==> src/rsw_defs.vh <==
// Purpose: constants for the reset supervisor and watchdog
// Assumes: core clock sys_clk at 10 MHz
// Notes: times in ns, counts derived from the clock period
`ifndef RSW_DEFS_VH
`define RSW_DEFS_VH
`define RSW_CLK_PERIOD_NS 100
`define RSW_KEY_OFF_VAL 8'h55
`define RSW_WD_WIDTH 24
`define RSW_WD_CLEAR 24'h000000
`define RSW_WD_LOW_CLEAR 16'h0000
`define RSW_MC_BASE 4'h4
`define RSW_RESET_VECTOR 16'h0000
`define RSW_HOLD_TIME_NS 1000
`define RSW_FILTER_TIME_NS 300
`define RSW_CNT_W 16
`endif

==> src/rsw_pin_filter.v <==
// Purpose: synchronise and deglitch an asynchronous active-low pin
// Assumes: pin is from outside the sys_clk domain
// Notes: output changes only after FILT_CYC equal samples
`timescale 1ns/1ps
module rsw_pin_filter #(
  parameter FILT_CYC = 3,
  parameter RST_VAL = 1'b1
) (
  // Clock and reset
  input wire sys_clk,
  input wire sys_rst,
  // Pin side
  input wire pin_in,
  // Filtered level
  output reg level_q
);
  reg sync1_q;
  reg sync2_q;
  reg [7:0] cnt_q;
  always @(posedge sys_clk) begin
    if (sys_rst) begin
      sync1_q <= RST_VAL;
      sync2_q <= RST_VAL;
      cnt_q <= 8'h00;
      level_q <= RST_VAL;
    end else begin
      sync1_q <= pin_in;
      sync2_q <= sync1_q;
      // Spikes shorter than the filter never reach the output
      if (sync2_q == level_q) begin
        cnt_q <= 8'h00;
      end else if (cnt_q >= FILT_CYC[7:0] - 8'h01) begin
        cnt_q <= 8'h00;
        level_q <= sync2_q;
      end else begin
        cnt_q <= cnt_q + 8'h01;
      end
    end
  end
endmodule // rsw_pin_filter

==> src/rsw_top.v <==
// Purpose: reset supervisor merging four sources, with watchdog timer
// Assumes: core accesses key and reload registers by write strobes
// Notes: machine cycle length follows bus wait and stall inputs
// Functional notes
// - Any of four sources drives core reset
// - Core held in reset, restarts at zero
// - Active-low reset also driven to logic
// - Pin reset lasts only while pin active
// - Short pin glitches ignored; host holds long
// - Supply recovery holds reset a fixed time
// - Supply reset path always enabled, any mode
// - Cold-start flag set, cleared by software only
// - Debug reset works in idle and power-down
// - Enabled watchdog overflow causes core reset
// - Watchdog stops in idle and power-down
// - Key 55h disables; every reset reloads 55h
// - 24-bit up-counter cleared by every reset
// - Overflow resets and restores key to 55h
// - Reload write sets high byte, clears low
// - Machine cycle four clocks, longer bus waits
// - Stalls stretch machine cycle, slowing count
`timescale 1ns/1ps
`include "rsw_defs.vh"
module rsw_top #(
  parameter WD_W = `RSW_WD_WIDTH,
  parameter HOLD_CYC = (`RSW_HOLD_TIME_NS + `RSW_CLK_PERIOD_NS - 1) /
    `RSW_CLK_PERIOD_NS,
  parameter FILT_CYC = (`RSW_FILTER_TIME_NS + `RSW_CLK_PERIOD_NS - 1) /
    `RSW_CLK_PERIOD_NS
) (
  // Clock and power-on reset
  input wire sys_clk,
  input wire sys_rst,
  // Reset sources
  input wire ext_reset_n,
  input wire low_supply_detect,
  input wire debug_reset_req,
  // Core power state
  input wire core_idle,
  input wire core_power_down,
  // Machine cycle shaping
  input wire mem_xfer,
  input wire [3:0] bus_cycle_clks,
  input wire prefetch_stall,
  // Register writes from the core
  input wire key_wr,
  input wire reload_wr,
  input wire [7:0] wr_data,
  // Cold-start flag
  input wire cold_flag_clr,
  output reg cold_start_q,
  // Reset outputs
  output reg core_reset_q,
  output reg logic_reset_n_q,
  output wire [15:0] reset_vector,
  // Watchdog state
  output wire watchdog_enabled,
  output wire [WD_W-1:0] watchdog_count
);

  // Hold sequencer states
  localparam [1:0] HS_RUN = 2'b00;
  localparam [1:0] HS_LOW = 2'b01;
  localparam [1:0] HS_HOLD = 2'b10;

  // Synchroniser reset values: supply low, no debug request
  localparam [1:0] SYNC_RST = 2'b01;

  // Hold counter constants
  localparam [`RSW_CNT_W-1:0] HOLD_CNT = HOLD_CYC[`RSW_CNT_W-1:0];
  localparam [`RSW_CNT_W-1:0] CNT_ZERO = {`RSW_CNT_W{1'b0}};
  localparam [`RSW_CNT_W-1:0] CNT_ONE = {{(`RSW_CNT_W-1){1'b0}}, 1'b1};

  // Watchdog constants, sized to the counter width
  localparam [WD_W-1:0] WD_ZERO = {WD_W{1'b0}};
  localparam [WD_W-1:0] WD_ONE = {{(WD_W-1){1'b0}}, 1'b1};
  // Reload byte fills the top; everything below it is cleared
  localparam [WD_W-9:0] WD_LOW_ZERO = {(WD_W-8){1'b0}};

  // Machine cycle counter constants
  localparam [3:0] MC_ZERO = 4'h0;
  localparam [3:0] MC_ONE = 4'h1;

  // Synchronised and filtered sources
  wire pin_level;
  wire [1:0] async_in;
  wire lsd_sync;
  wire dbg_sync;
  wire hold_active;

  // Watchdog control
  wire wd_run;
  wire mc_done;
  wire [3:0] mc_len;

  // Registers and their next values
  reg [1:0] hold_state_q;
  reg [1:0] hold_state_d;
  reg [`RSW_CNT_W-1:0] hold_cnt_q;
  reg [`RSW_CNT_W-1:0] hold_cnt_d;
  reg core_reset_d;
  reg cold_start_d;
  reg [3:0] mc_cnt_q;
  reg [3:0] mc_cnt_d;
  reg [7:0] key_q;
  reg [7:0] key_d;
  reg [WD_W-1:0] wd_cnt_q;
  reg [WD_W-1:0] wd_cnt_d;
  reg wd_ovf_q;
  reg wd_ovf_d;
  genvar g;

  // Key decode shared by the run gate and the status output
  function key_enables;
    input [7:0] key;
    begin
      key_enables = (key != `RSW_KEY_OFF_VAL);
    end
  endfunction

  // Filtered external pin, level high when released
  rsw_pin_filter #(
    .FILT_CYC(FILT_CYC),
    .RST_VAL(1'b1)
  ) u_pin (
    .sys_clk(sys_clk),
    .sys_rst(sys_rst),
    .pin_in(ext_reset_n),
    .level_q(pin_level)
  );

  // Two-stage sync of the other asynchronous sources
  assign async_in = {debug_reset_req, low_supply_detect};
  generate
    for (g = 0; g < 2; g = g + 1) begin : g_sync
      reg s1_q;
      reg s2_q;
      always @(posedge sys_clk) begin
        if (sys_rst) begin
          s1_q <= SYNC_RST[g];
          s2_q <= SYNC_RST[g];
        end else begin
          s1_q <= async_in[g];
          s2_q <= s1_q;
        end
      end
    end
  endgenerate
  assign lsd_sync = g_sync[0].s2_q;
  assign dbg_sync = g_sync[1].s2_q;

  // Hold sequencer: supply low, then a fixed hold after recovery.
  // No power mode or register reaches it, so it cannot be disabled.
  always @* begin
    hold_state_d = hold_state_q;
    hold_cnt_d = hold_cnt_q;
    if (lsd_sync) begin
      hold_state_d = HS_LOW;
      hold_cnt_d = HOLD_CNT;
    end else begin
      case (hold_state_q)
        HS_LOW, HS_HOLD: begin
          if (hold_cnt_q != CNT_ZERO) begin
            hold_state_d = HS_HOLD;
            hold_cnt_d = hold_cnt_q - CNT_ONE;
          end else begin
            hold_state_d = HS_RUN;
          end
        end
        HS_RUN: begin
          hold_state_d = HS_RUN;
        end
        default: begin
          hold_state_d = HS_RUN;
          hold_cnt_d = CNT_ZERO;
        end
      endcase
    end
  end

  // Power-on starts as if the supply had just been low
  always @(posedge sys_clk) begin
    if (sys_rst) begin
      hold_state_q <= HS_LOW;
      hold_cnt_q <= HOLD_CNT;
    end else begin
      hold_state_q <= hold_state_d;
      hold_cnt_q <= hold_cnt_d;
    end
  end
  assign hold_active = (hold_state_q != HS_RUN);

  // Pin term is not stretched; debug term ignores power state
  always @* begin
    core_reset_d = !pin_level || lsd_sync || hold_active ||
      dbg_sync || wd_ovf_q;
  end

  // Both reset outputs come from one decision, so they never skew
  always @(posedge sys_clk) begin
    if (sys_rst) begin
      core_reset_q <= 1'b1;
      logic_reset_n_q <= 1'b0;
    end else begin
      core_reset_q <= core_reset_d;
      logic_reset_n_q <= !core_reset_d;
    end
  end

  // Core fetches from this vector after release
  assign reset_vector = `RSW_RESET_VECTOR;

  // Cold-start flag: a supply event beats a clear in the same cycle
  always @* begin
    cold_start_d = cold_start_q;
    if (lsd_sync) begin
      cold_start_d = 1'b1;
    end else if (cold_flag_clr && !core_reset_q) begin
      cold_start_d = 1'b0;
    end
  end
  always @(posedge sys_clk) begin
    if (sys_rst) begin
      cold_start_q <= 1'b0;
    end else begin
      cold_start_q <= cold_start_d;
    end
  end

  // Machine cycle length: base four, longer bus cycles stretch it
  assign mc_len = (mem_xfer && bus_cycle_clks > `RSW_MC_BASE) ?
    bus_cycle_clks : `RSW_MC_BASE;
  // A stall parks the counter on the last clock of the cycle
  assign mc_done = !prefetch_stall &&
    (mc_cnt_q >= mc_len - MC_ONE);
  always @* begin
    mc_cnt_d = mc_cnt_q;
    if (core_reset_q || mc_done) begin
      mc_cnt_d = MC_ZERO;
    end else if (!prefetch_stall || mc_cnt_q < mc_len - MC_ONE) begin
      mc_cnt_d = mc_cnt_q + MC_ONE;
    end
  end
  always @(posedge sys_clk) begin
    if (sys_rst) begin
      mc_cnt_q <= MC_ZERO;
    end else begin
      mc_cnt_q <= mc_cnt_d;
    end
  end

  // Counting stops in idle, power-down and while the core is held
  assign wd_run = key_enables(key_q) && !core_idle &&
    !core_power_down && !core_reset_q;

  // Key register; every reset and every overflow restore the off value
  always @* begin
    key_d = key_q;
    if (core_reset_q || wd_ovf_q) begin
      key_d = `RSW_KEY_OFF_VAL;
    end else if (key_wr) begin
      key_d = wr_data;
    end
  end
  always @(posedge sys_clk) begin
    if (sys_rst) begin
      key_q <= `RSW_KEY_OFF_VAL;
    end else begin
      key_q <= key_d;
    end
  end

  // Counter; reload write wins over a count in the same cycle
  always @* begin
    wd_cnt_d = wd_cnt_q;
    wd_ovf_d = 1'b0;
    if (core_reset_q) begin
      wd_cnt_d = WD_ZERO;
    end else if (reload_wr) begin
      wd_cnt_d = {wr_data, WD_LOW_ZERO};
    end else if (wd_run && mc_done) begin
      wd_cnt_d = wd_cnt_q + WD_ONE;
      wd_ovf_d = &wd_cnt_q;
    end
  end
  always @(posedge sys_clk) begin
    if (sys_rst) begin
      wd_cnt_q <= WD_ZERO;
      wd_ovf_q <= 1'b0;
    end else begin
      wd_cnt_q <= wd_cnt_d;
      wd_ovf_q <= wd_ovf_d;
    end
  end

  // Status outputs
  assign watchdog_enabled = key_enables(key_q);
  assign watchdog_count = wd_cnt_q;
endmodule // rsw_top

==> config.mk <==
export PLATFORM = sky130hd
export DESIGN_NAME = rsw_top
export DESIGN_NICKNAME = d
export VERILOG_FILES = /design/src/rsw_pin_filter.v /design/src/rsw_top.v
export VERILOG_INCLUDE_DIRS = /design/src
export SDC_FILE = /design/constraint.sdc
export NUM_CORES = 1
export LEC_CHECK = 0
export ABC_AREA = 1
export BUFFER_PORTS_ARGS = -buffer_cell sky130_fd_sc_hd__buf_2
export CAP_MARGIN = 15
export CORE_UTILIZATION = 55
export DETAILED_ROUTE_END_ITERATION = 7
export PLACE_DENSITY = 0.81
export RECOVER_POWER = 50
export SYNTH_ARGS = -nofsm -noshare
export SYNTH_HDL_FRONTEND = slang
export SYNTH_SLANG_ARGS = --single-unit
==> constraint.sdc <==
create_clock -name sys_clk -period 4.1 [get_ports sys_clk]
set_input_delay 0.41 -clock sys_clk [delete_from_list [all_inputs] [get_ports sys_clk]]
set_output_delay 0.41 -clock sys_clk [all_outputs]
set_load 0.1 [all_outputs]
# Yosys cells after proc, flatten, opt, wreduce, memory -nomap -nowiden
# Cells that the tools add are included.
# op_classes
n_mux	9
addsub	5
reduce_logical	37
bitwise_logic	4
order_cmp	4
eq_ne	5
# op_table
cell	n
2-to-1 mux 24 bit	2
one-hot mux 16 bit (2 select lines)	1
adder 24 x 1 -> 24 bit (second input constant)	1
AND reduction 24 bit	1
2-to-1 mux 16 bit	1
nonzero test 16 bit	1
subtractor 16 x 1 -> 16 bit (second input constant)	1
OR reduction 2 bit	5
OR reduction 3 bit	3
adder 8 x 1 -> 8 bit (second input constant)	1
>= comparator 8 x 2 -> 1 bit (second input constant)	1
inequality test 8 x 7 -> 1 bit (second input constant)	1
logical AND 1 bit	7
logical OR 1 bit	7
zero test 1 bit	6
nonzero test 2 bit	3
adder 4 x 1 -> 4 bit (second input constant)	1
>= comparator 4 bit	1
> comparator 4 x 3 -> 1 bit (second input constant)	1
less-than comparator 4 bit	1
2-to-1 mux 4 bit	1
inverter 1 bit	4
AND reduction 2 bit	2
OR reduction 4 bit	1
other kinds (8)	10
# totals
wordCells	83
register_bits	73

# Longest topological paths before layout
# Gate-level depths: netlist of the first run.
# depth
ltp_word	9
depth_mapped	17

# Hierarchy
# A second synthesis of the first run with hierarchy kept.
# unflattened
hier_cells	600
hier_area_um2	4033.9
# modules_own_cells
module	area_per_inst_um2	cells_per_inst	n_inst	seq_area_each_um2
rsw_top	3686.0	565	1	1241.2
rsw_pin_filter	347.8	35	1	220.2

# Worst setup path after synthesis of the first run
# Ideal clock, no wire load.
# synth_timing
kind	input-to-reg
from	input port bus_cycle_clks[0]
to	register wd_cnt_q[20] (netlist: watchdog_count[20])
n_path_buf	1
cell_stages	16
setup_slack_ns	1.841
setup_ns	0.056
arrival_time_ns	2.203
path_cell_list	nor2_1 nor2_1 o21a_1 nand2_1 ha_1 ha_1 nand2_1 nand2_1 nand2_2 nand3_2 nand3_4 buf_6 nand3_1 nand3_1 nand2_1 inv_1
# synth_between
elab_chain_len	8
# synth_rtl
item	line	source
start, declared	rsw_top.v:43	input wire [3:0] bus_cycle_clks,
> comparator 4 x 3 -> 1 bit (no source line)	-	
logical AND 1 bit (no source line)	-	
2-to-1 mux 4 bit (no source line) (*)	-	
subtractor 4 x 1 -> 4 bit (*)	rsw_top.v:235	(mc_cnt_q >= mc_len - MC_ONE);
>= comparator 4 bit (*)	rsw_top.v:235	
logical AND 1 bit (*)	rsw_top.v:234	assign mc_done = !prefetch_stall &&
logical AND 1 bit (*)	rsw_top.v:281	end else if (wd_run && mc_done) begin
nonzero test 2 bit (no source line) (*)	-	
end signal, assigned	rsw_top.v:291	wd_cnt_q <= wd_cnt_d;
end, declared	rsw_top.v:107	reg [WD_W-1:0] wd_cnt_q;
# Mark *: on every way between the ends. The rest lies on a longest branch, timed or not.
# A chain may end at the register's enable or synchronous reset.

# Final worst setup path of the first run
# layout_timing
from	input port bus_cycle_clks[0]
to	register wd_cnt_q[12] (netlist: watchdog_count[12])
# layout_between
elab_chain_len	7
# layout_rtl
item	line
> comparator 4 x 3 -> 1 bit (no source line)	-
logical AND 1 bit (no source line)	-
2-to-1 mux 4 bit (no source line) (*)	-
subtractor 4 x 1 -> 4 bit (*)	rsw_top.v:235
>= comparator 4 bit (*)	rsw_top.v:235
logical AND 1 bit (*)	rsw_top.v:234
logical AND 1 bit (*)	rsw_top.v:281
# Marks and branches as above.

==> results of run 1 <==
==> cells in the final DEF, fill, tap and decap left out, types with 11 or more instances in the layout <==
cell type,instances
dfxtp_1,73
ha_1,11
clkbuf_8,11
inv_1,72
o21ai_0,11
a21oi_1,34
nor2_1,64
nor2_4,11
conb_1,21
nand2_1,138
buf_2,27
nand3_1,38
clkbuf_1,24
==> worst paths after layout <==
kind / cells after the start / endpoint / slack (ns)
setup reg to reg: 10 / hold_cnt_q[5]$_SDFFE_PP0P_ / 2.03
hold / removal: 2 / g_sync[0].s1_q$_SDFF_PP1_ / 0.25
hold reg to reg: 2 / dbg_sync$_SDFF_PP0_ / 0.41
setup / recovery: 16 / watchdog_count[12]$_SDFFE_PP0P_ / 1.73
==> sequential cells by signal (all words and copies together), names as in the netlist, 2 cells and up <==
signal and count:
g_sync.s1_q 2, hold_cnt_q 16, hold_state_q 2, key_q 8, mc_cnt_q 4, u_pin.cnt_q 8, watchdog_count 24
==> layer usage <==
metal,global-route usage [%],vias up,wire [um]
met4,7.154,0,87
li1,-,1853,-
met3,4.171,9,482
met1,29.90,1628,3892
met5,0,-,0
met2,38.85,119,3875
==> final cells by class <==
| cell class | instances | share of cell area [%] |
|---|---|---|
| multi-input cells | 408 | 48.36 |
| flip-flops and latches | 73 | 32.98 |
| inverters | 77 | 6.578 |
| repair buffers | 51 | 5.082 |
| clock buffers | 11 | 3.416 |
| well taps | 96 | 2.710 |
| clock inverters | 5 | 0.8752 |
==> stage by stage <==
stage               hold WS (ns)  std cells  util, %
global placement          0.3904        705    62.14
CTS                       0.2378        721    64.89
floorplan                 0.3883        580        -
finish                    0.2458        721    64.17
detailed placement        0.3977        705    62.14
global route              0.2462        721    64.17
==> critical path, stage by stage <==
cell and delay (ns):
buf_2 0.11, nor2_1 0.14, nor2_1 0.06, o21a_1 0.19, nand2_1 0.09, ha_1 0.24
ha_1 0.30, nand2_1 0.05, nand2_1 0.07, nand2_2 0.06, nand3_2 0.09, nand2_1 0.09
nor2_4 0.31, nand2_1 0.12, o21ai_0 0.19, a21oi_1 0.06
==> power breakdown <==
| group | internal, mW | switching, mW | leakage [nW] | total [mW] |
|---|---|---|---|---|
| sequential | 0.716 | 0.00271 | 0.592 | 0.719 |
| combinational | 0.0236 | 0.107 | 1.28 | 0.130 |
| clock | 0.256 | 0.274 | 0.0959 | 0.530 |
| total | 0.996 | 0.384 | 1.96 | 1.38 |
==> cells by family (layout without fill, tap and decap cells) <==
logic type / Yosys count / count (layout) / share of synthesized area [%]
and+or+nand+nor: 307 / 307 / 38.46
muxes: 1 / 1 / 0.2814
adders and majority gates: 11 / 11 / 3.440
other: 1 / 21 / 0.09372
DFF: 73 / 73 / 36.52
buffers and inverters: 99 / 144 / 11.29
AOI/OAI and AO/OA: 58 / 58 / 7.724
xor gates and xnor gates: 10 / 10 / 2.189
==> summary.txt, run 1 <==
CTS
  – Post-CTS Setup Repair Bufs: 0
  – TritonCTS clock tree: built
  – Hold buffers post-CTS: 0
  – Resized Gates After CTS: 0
  – Num CTS Buffers: 9
  – Sink Count: 73
  – Clk_lat worst skew: 0.34 ns
  – Longest Clk Path Bufs: 2
  – CTS clk-pin slew, worst paths: 0.08 ns
  – CTS root buffer: clkbuf_8
  – CTS H-tree lvls: 3

Final layout
  – Layout area overhead: 10.76%
  – Register Area: 1461 um2
  – Share of layout cells above drive strength 1: 15.04%
  – Fillers: 661
  – Nets: 655
  – Inserted Diodes: 0
  – Area of the multi-input gates: 2143 um2
  – Finished Cell Area: 4432 um2

Worst setup path
  – Critical Path Start: bus_cycle_clks[0]
  – R2r startpoint: hold_cnt_q[0]$_SDFFE_PP0P_
  – Crit path launch type: input pin
  – Crit Path Class: in2reg
  – Setup crit end kind: flop
  – CP Data Required Time: 4.33 ns
  – Crit-path max FO: 16
  – Crit path DAT: 2.59 ns

Timing
  – Setup-failing EPs final: 0
  – Clock Skews: 0.01028 ns
  – RSZ-0062 raised after global routing: no
  – Final-report max-slew violation count: 0
  – Relative slew slack: 22.32%
  – Fin crit share: 57.73%
  – Setup_tns: 0 ns
  – Minimum clock period: 2.367 ns
  – Setup WS post-layout: 1.733 ns
  – Achievable frequency: 422.5 MHz
  – Least-Margin Pin Slew: 1.170 ns
  – Final hold vios: 0

Run status
  – Status: finished, final reports clean

Floorplanning
  – # rows: 30
  – Die H: 87.30 um
  – Io pins: 68
  – Core Region: 6907 um2
  – Initial Utilization: 57.93%
  – Die area: 7620 um2
  – Die X-Extent: 87.30 um

Yosys
  – Top_reg_cell synth: dfxtp_1
  – #FFs+latches synth: 73
  – Async S/R FF share, synth: 0%
  – Synthesized area per cell: 7.145 um2
  – Synth Instances: 560
  – Ranking of synthesized cells by area: dfxtp_1, nand2_1, inv_1
  – Yosys top cell area share: 36.52%
  – Yosys warning total: 0
  – Commonest cells post-synth: nand2_1, dfxtp_1, inv_1, nor2_1, nand3_1
  – Post-synth EDFFs: 0
  – Most frequent cell after synthesis: nand2_1
  – Synthesized area: 4001 um2
  – Synth area leader: dfxtp_1
  – Post-synthesis sequential area ratio: 36.52%
  – Distinct cells, synth: 44

Placed design
  – Pre-CTS worst setup slack: 1.445 ns
  – Port bufs: 51
  – DP HPWL: 6.252 mm
  – Gpl congestion: 0.8543
  – Dpl cell area: 4292 um2

GRT
  – Global-route usage over all layers: 23.05%
  – Vias in the first global route: 3224
  – Pin count of the biggest net entering global routing: 20
  – GRT overflow: 0
  – Antenna violations before repair: 0
  – Global-route wire length before repair: 13.98 mm

Detailed routing
  – Pre-Repair DR Iteration Count: 5
  – Drc violations: 0
  – ANT nets after route: 0
  – Detailed-route wire length per cell: 11.56 um
  – Vias: 3609
  – DRT Wirelength: 8.338 mm
  – Via density: 5.006
  – Iteration-0 DRC count of the detailed router: 127

Pwr
  – Lkg Pwr: 1.965 nW
  – Power Dens Cells: 311.3 nW/um2
  – Maximum vdd drop: 0.3064 mV
  – Final total power: 1.380 mW

Min path
  – Hold Crit Class: in2reg
  – Hold_sp: low_supply_detect

Job
  – Maximum capacitance violations: 0
Power figures use the tool's default switching activity.
==> run 2, diff against run 1 <==
--- a/config.mk
+++ b/config.mk
@@ -9,9 +9,9 @@
 export ABC_AREA = 1
 export BUFFER_PORTS_ARGS = -buffer_cell sky130_fd_sc_hd__buf_2
 export CAP_MARGIN = 15
-export CORE_UTILIZATION = 55
+export CORE_UTILIZATION = 51
 export DETAILED_ROUTE_END_ITERATION = 7
-export PLACE_DENSITY = 0.81
+export PLACE_DENSITY = 0.79
 export RECOVER_POWER = 50
 export SYNTH_ARGS = -nofsm -noshare
 export SYNTH_HDL_FRONTEND = slang
==> constraint.sdc (replaced) <==
create_clock -name sys_clk -period 1.95 [get_ports sys_clk]
set_input_delay 0.195 -clock sys_clk [delete_from_list [all_inputs] [get_ports sys_clk]]
set_output_delay 0.195 -clock sys_clk [all_outputs]
set_load 0.1 [all_outputs]
==> summary.txt, run 2 (synthesis gave the netlist of run 1 again) <==
Run status
  – Status: finished with violations
  – Failing checks: setup timing

Pwr
  – Power Dens Cells: 628.1 nW/um2 (+100%)
  – Maximum vdd drop: 0.4648 mV (+52%)
  – Clock Power Share: 40.5% (+2.1 points)
  – Gate power share: 10.3% (+0.8 points)
  – Switching Fraction: 27.87% (+0.036 points)
  – Lkg Pwr: 2.221 nW (+13%)
  – Internal power: 2.214 mW (+120%)
  – Psw: 0.8555 mW (+120%)
  – Share of total power in sequential cells: 49.2% (-2.9 points)

Timing
  – Clock Skews: 0.005376 ns (-0.004903 ns)
  – RSZ-0062 raised after global routing: yes
  – Setup WS post-layout: -0.07064 ns (-1.804 ns)
  – Relative slew slack: 62.50% (+40 points)
  – Achievable frequency: 494.9 MHz
  – Setup-failing EPs final: 11 (+11)
  – Final hold vios: 0 (unchanged)
  – Final-report max-slew violation count: 0 (unchanged)
  – Fin crit share: 103.6%
  – Setup_tns: -0.2625 ns (-0.2625 ns)
  – Least-Margin Pin Slew: 0.5650 ns (-0.6052 ns)
  – Minimum clock period: 2.021 ns

CTS
  – CTS clk-pin slew, worst paths: 0.08 ns (about the same)
  – Hold buffers post-CTS: 0 (unchanged)
  – Num CTS Buffers: 9 (unchanged)
  – Sink Count: 73 (unchanged)
  – Clk_lat worst skew: 0.36 ns (+0.02 ns)
  – CTS H-tree lvls: 3 (unchanged)
  – Longest Clk Path Bufs: 2 (unchanged)
  – CTS root buffer: clkbuf_8
  – TritonCTS clock tree: built

Worst setup path
  – Crit-path max FO: 7 (-9)
  – CP cell instances: buf_8, nor2_4, nor2_2, o21a_1, nand2_2, ha_4, xnor2_2, ha_1, nand2_1, inv_2, nand2_4, nand3_4, nand3_4, buf_12, nor2_8, nand2_1, nand3_1, nand2_1, inv_1
  – FF-to-FF End: hold_cnt_q[10]$_SDFFE_PP0P_
  – R2r startpoint: hold_cnt_q[0]$_SDFFE_PP0P_
  – R2R setup slack: 0.11 ns (-1.92 ns)
  – Critical Path Start: bus_cycle_clks[1]
  – Crit Path Class: in2reg
  – CP max stage delay: 0.29 ns (-0.02 ns)
  – Crit path DAT: 2.32 ns (-0.27 ns)
  – FF-to-FF path depth: 11 (+1)
  – Slowest-stage cell, CP: ha_1
  – Most used cell, CP: nand2_1
  – Setup crit end kind: flop
  – CP Data Required Time: 2.25 ns (-2.08 ns)
  – Crit path launch type: input pin

GRT
  – GRT overflow: 0 (unchanged)
  – Global-route wire length before repair: 15.48 mm (+11%)
  – Vias in the first global route: 3517 (+9.1%)
  – Pin count of the biggest net entering global routing: 14 (-30%)
  – Global-route usage over all layers: 23.48% (+0.43 points)
  – Antenna violations before repair: 0 (unchanged)

Placed design
  – Port bufs: 51 (unchanged)
  – Gpl congestion: 0.8837 (+3.4%)
  – DP HPWL: 6.654 mm (+6.4%)
  – Dpl cell area: 4476 um2 (+4.3%)
  – Pre-CTS worst setup slack: -0.3811 ns (-1.826 ns)
  – # placed instances: 719 (+2.0%)

Final layout
  – Most common cell after layout, fill and taps aside: nand2_1
  – Most frequent cells in the layout: nand2_1, inv_1, nor2_1
  – Max reg flops: 24 (unchanged)
  – Finished Cell Area: 4887 um2 (+10%)
  – Layout area overhead: 22.14%
  – Util after Layout: 65.97% (+1.8 points)
  – Nets: 675 (+3.1%)
  – Inserted Diodes: 0 (unchanged)
  – Final Non-Filler Cells: 744 (+3.2%)
  – Share of layout cells above drive strength 1: 29.46% (+14 points)
  – Fillers: 637 (-3.6%)

Floorplanning
  – Die H: 90.58 um (+3.8%)
  – Initial Utilization: 54.01% (-3.9 points)
  – Die X-Extent: 90.58 um (+3.8%)
  – Io pins: 68 (unchanged)
  – # rows: 31 (+3.3%)
  – Die area: 8204 um2 (+7.7%)
  – Core Region: 7408 um2 (+7.3%)

Min path
  – Hold path depth: 2 (unchanged)
  – Hold Crit Class: in2reg
  – Endpoint, Worst Hold: g_sync[0].s1_q$_SDFF_PP1_
  – Hold_sp: low_supply_detect

Detailed routing
  – Via density: 5.094 (+1.8%)
  – ANT nets after route: 0 (unchanged)
  – DRT Wirelength: 9.728 mm (+17%)
  – Pre-Repair DR Iteration Count: 5 (unchanged)
  – Detailed-route wire length per cell: 13.08 um (+13%)
  – Drc violations: 0 (unchanged)
  – Vias: 3790 (+5.0%)
  – Iteration-0 DRC count of the detailed router: 222 (+75%)

Job
  – Maximum capacitance violations: 0 (unchanged)
[run 2: per-stage QoR]
step                power [mW]  hold WS (ns)
finish                   3.070       0.01499
CTS                      3.054       0.01039
floorplan                1.805        0.2988
global route             3.171      0.009654
detailed placement       1.838        0.3808
global placement         1.831        0.3787
[run 2: per-layer routing]
| metal | global-route usage (%) | share of wire [%] | up-vias | wire length (um) |
|---|---|---|---|---|
| li1 | - | - | 1889 | - |
| met5 | 0 | 0 | - | 0 |
| met2 | 40.21 | 49 | 157 | 4765 |
| met1 | 28.57 | 42 | 1715 | 4097 |
| met4 | 11.56 | 2.7 | 0 | 262 |
| met3 | 3.535 | 6.2 | 29 | 602 |
[run 2: worst max-delay path by stage]
stage                                            to  cells after the start
floorplan           watchdog_count[21]$_SDFFE_PP0P_                     17
global route         watchdog_count[4]$_SDFFE_PP0P_                     17
global placement     watchdog_count[3]$_SDFFE_PP0P_                     18
finish              watchdog_count[20]$_SDFFE_PP0P_                     19
CTS                  watchdog_count[4]$_SDFFE_PP0P_                     18
detailed placement   watchdog_count[4]$_SDFFE_PP0P_                     17
[run 2: what timing repair did]
| item | in CTS | in global routing |
|---|---|---|
| pin swaps | 5 | 24 |
| cloned | 1 | 0 |
| endpoints found under the setup margin | 4 | 24 |
| gates resized for setup | 3 | 45 |
| buffers inserted | 6 | 4 |
[run 2: layout make-up]
type                            count  area, um2  area share (%)
Multi-Input combinational cell    408       2323           47.54
Sequential cell                    73       1480           30.29
Timing Repair Buffer               71      462.9           9.473
Tap cell                           99      123.9           2.535
Clock buffer                       11      141.4           2.893
Clock inverter                      5      63.81           1.306
Inverter                           77      291.5           5.965
[run 2: power groups by stage]
stage	combinational (mW)	clock [mW]	sequential, mW
finish	0.316	1.24	1.51
global route	0.336	1.32	1.51
CTS	0.297	1.25	1.51
detailed placement	0.291	0	1.55
global placement	0.285	0	1.55
floorplan	0.249	0	1.56
[run 2: critical path: cells and delay by family]
family / cells / cell delay (ns)
AOI/OAI and AO/OA: 1 / 0.20
adders and majority gates: 2 / 0.46
and+or+nand+nor: 11 / 0.96
buffers and inverters: 4 / 0.38
xor gates and xnor gates: 1 / 0.12
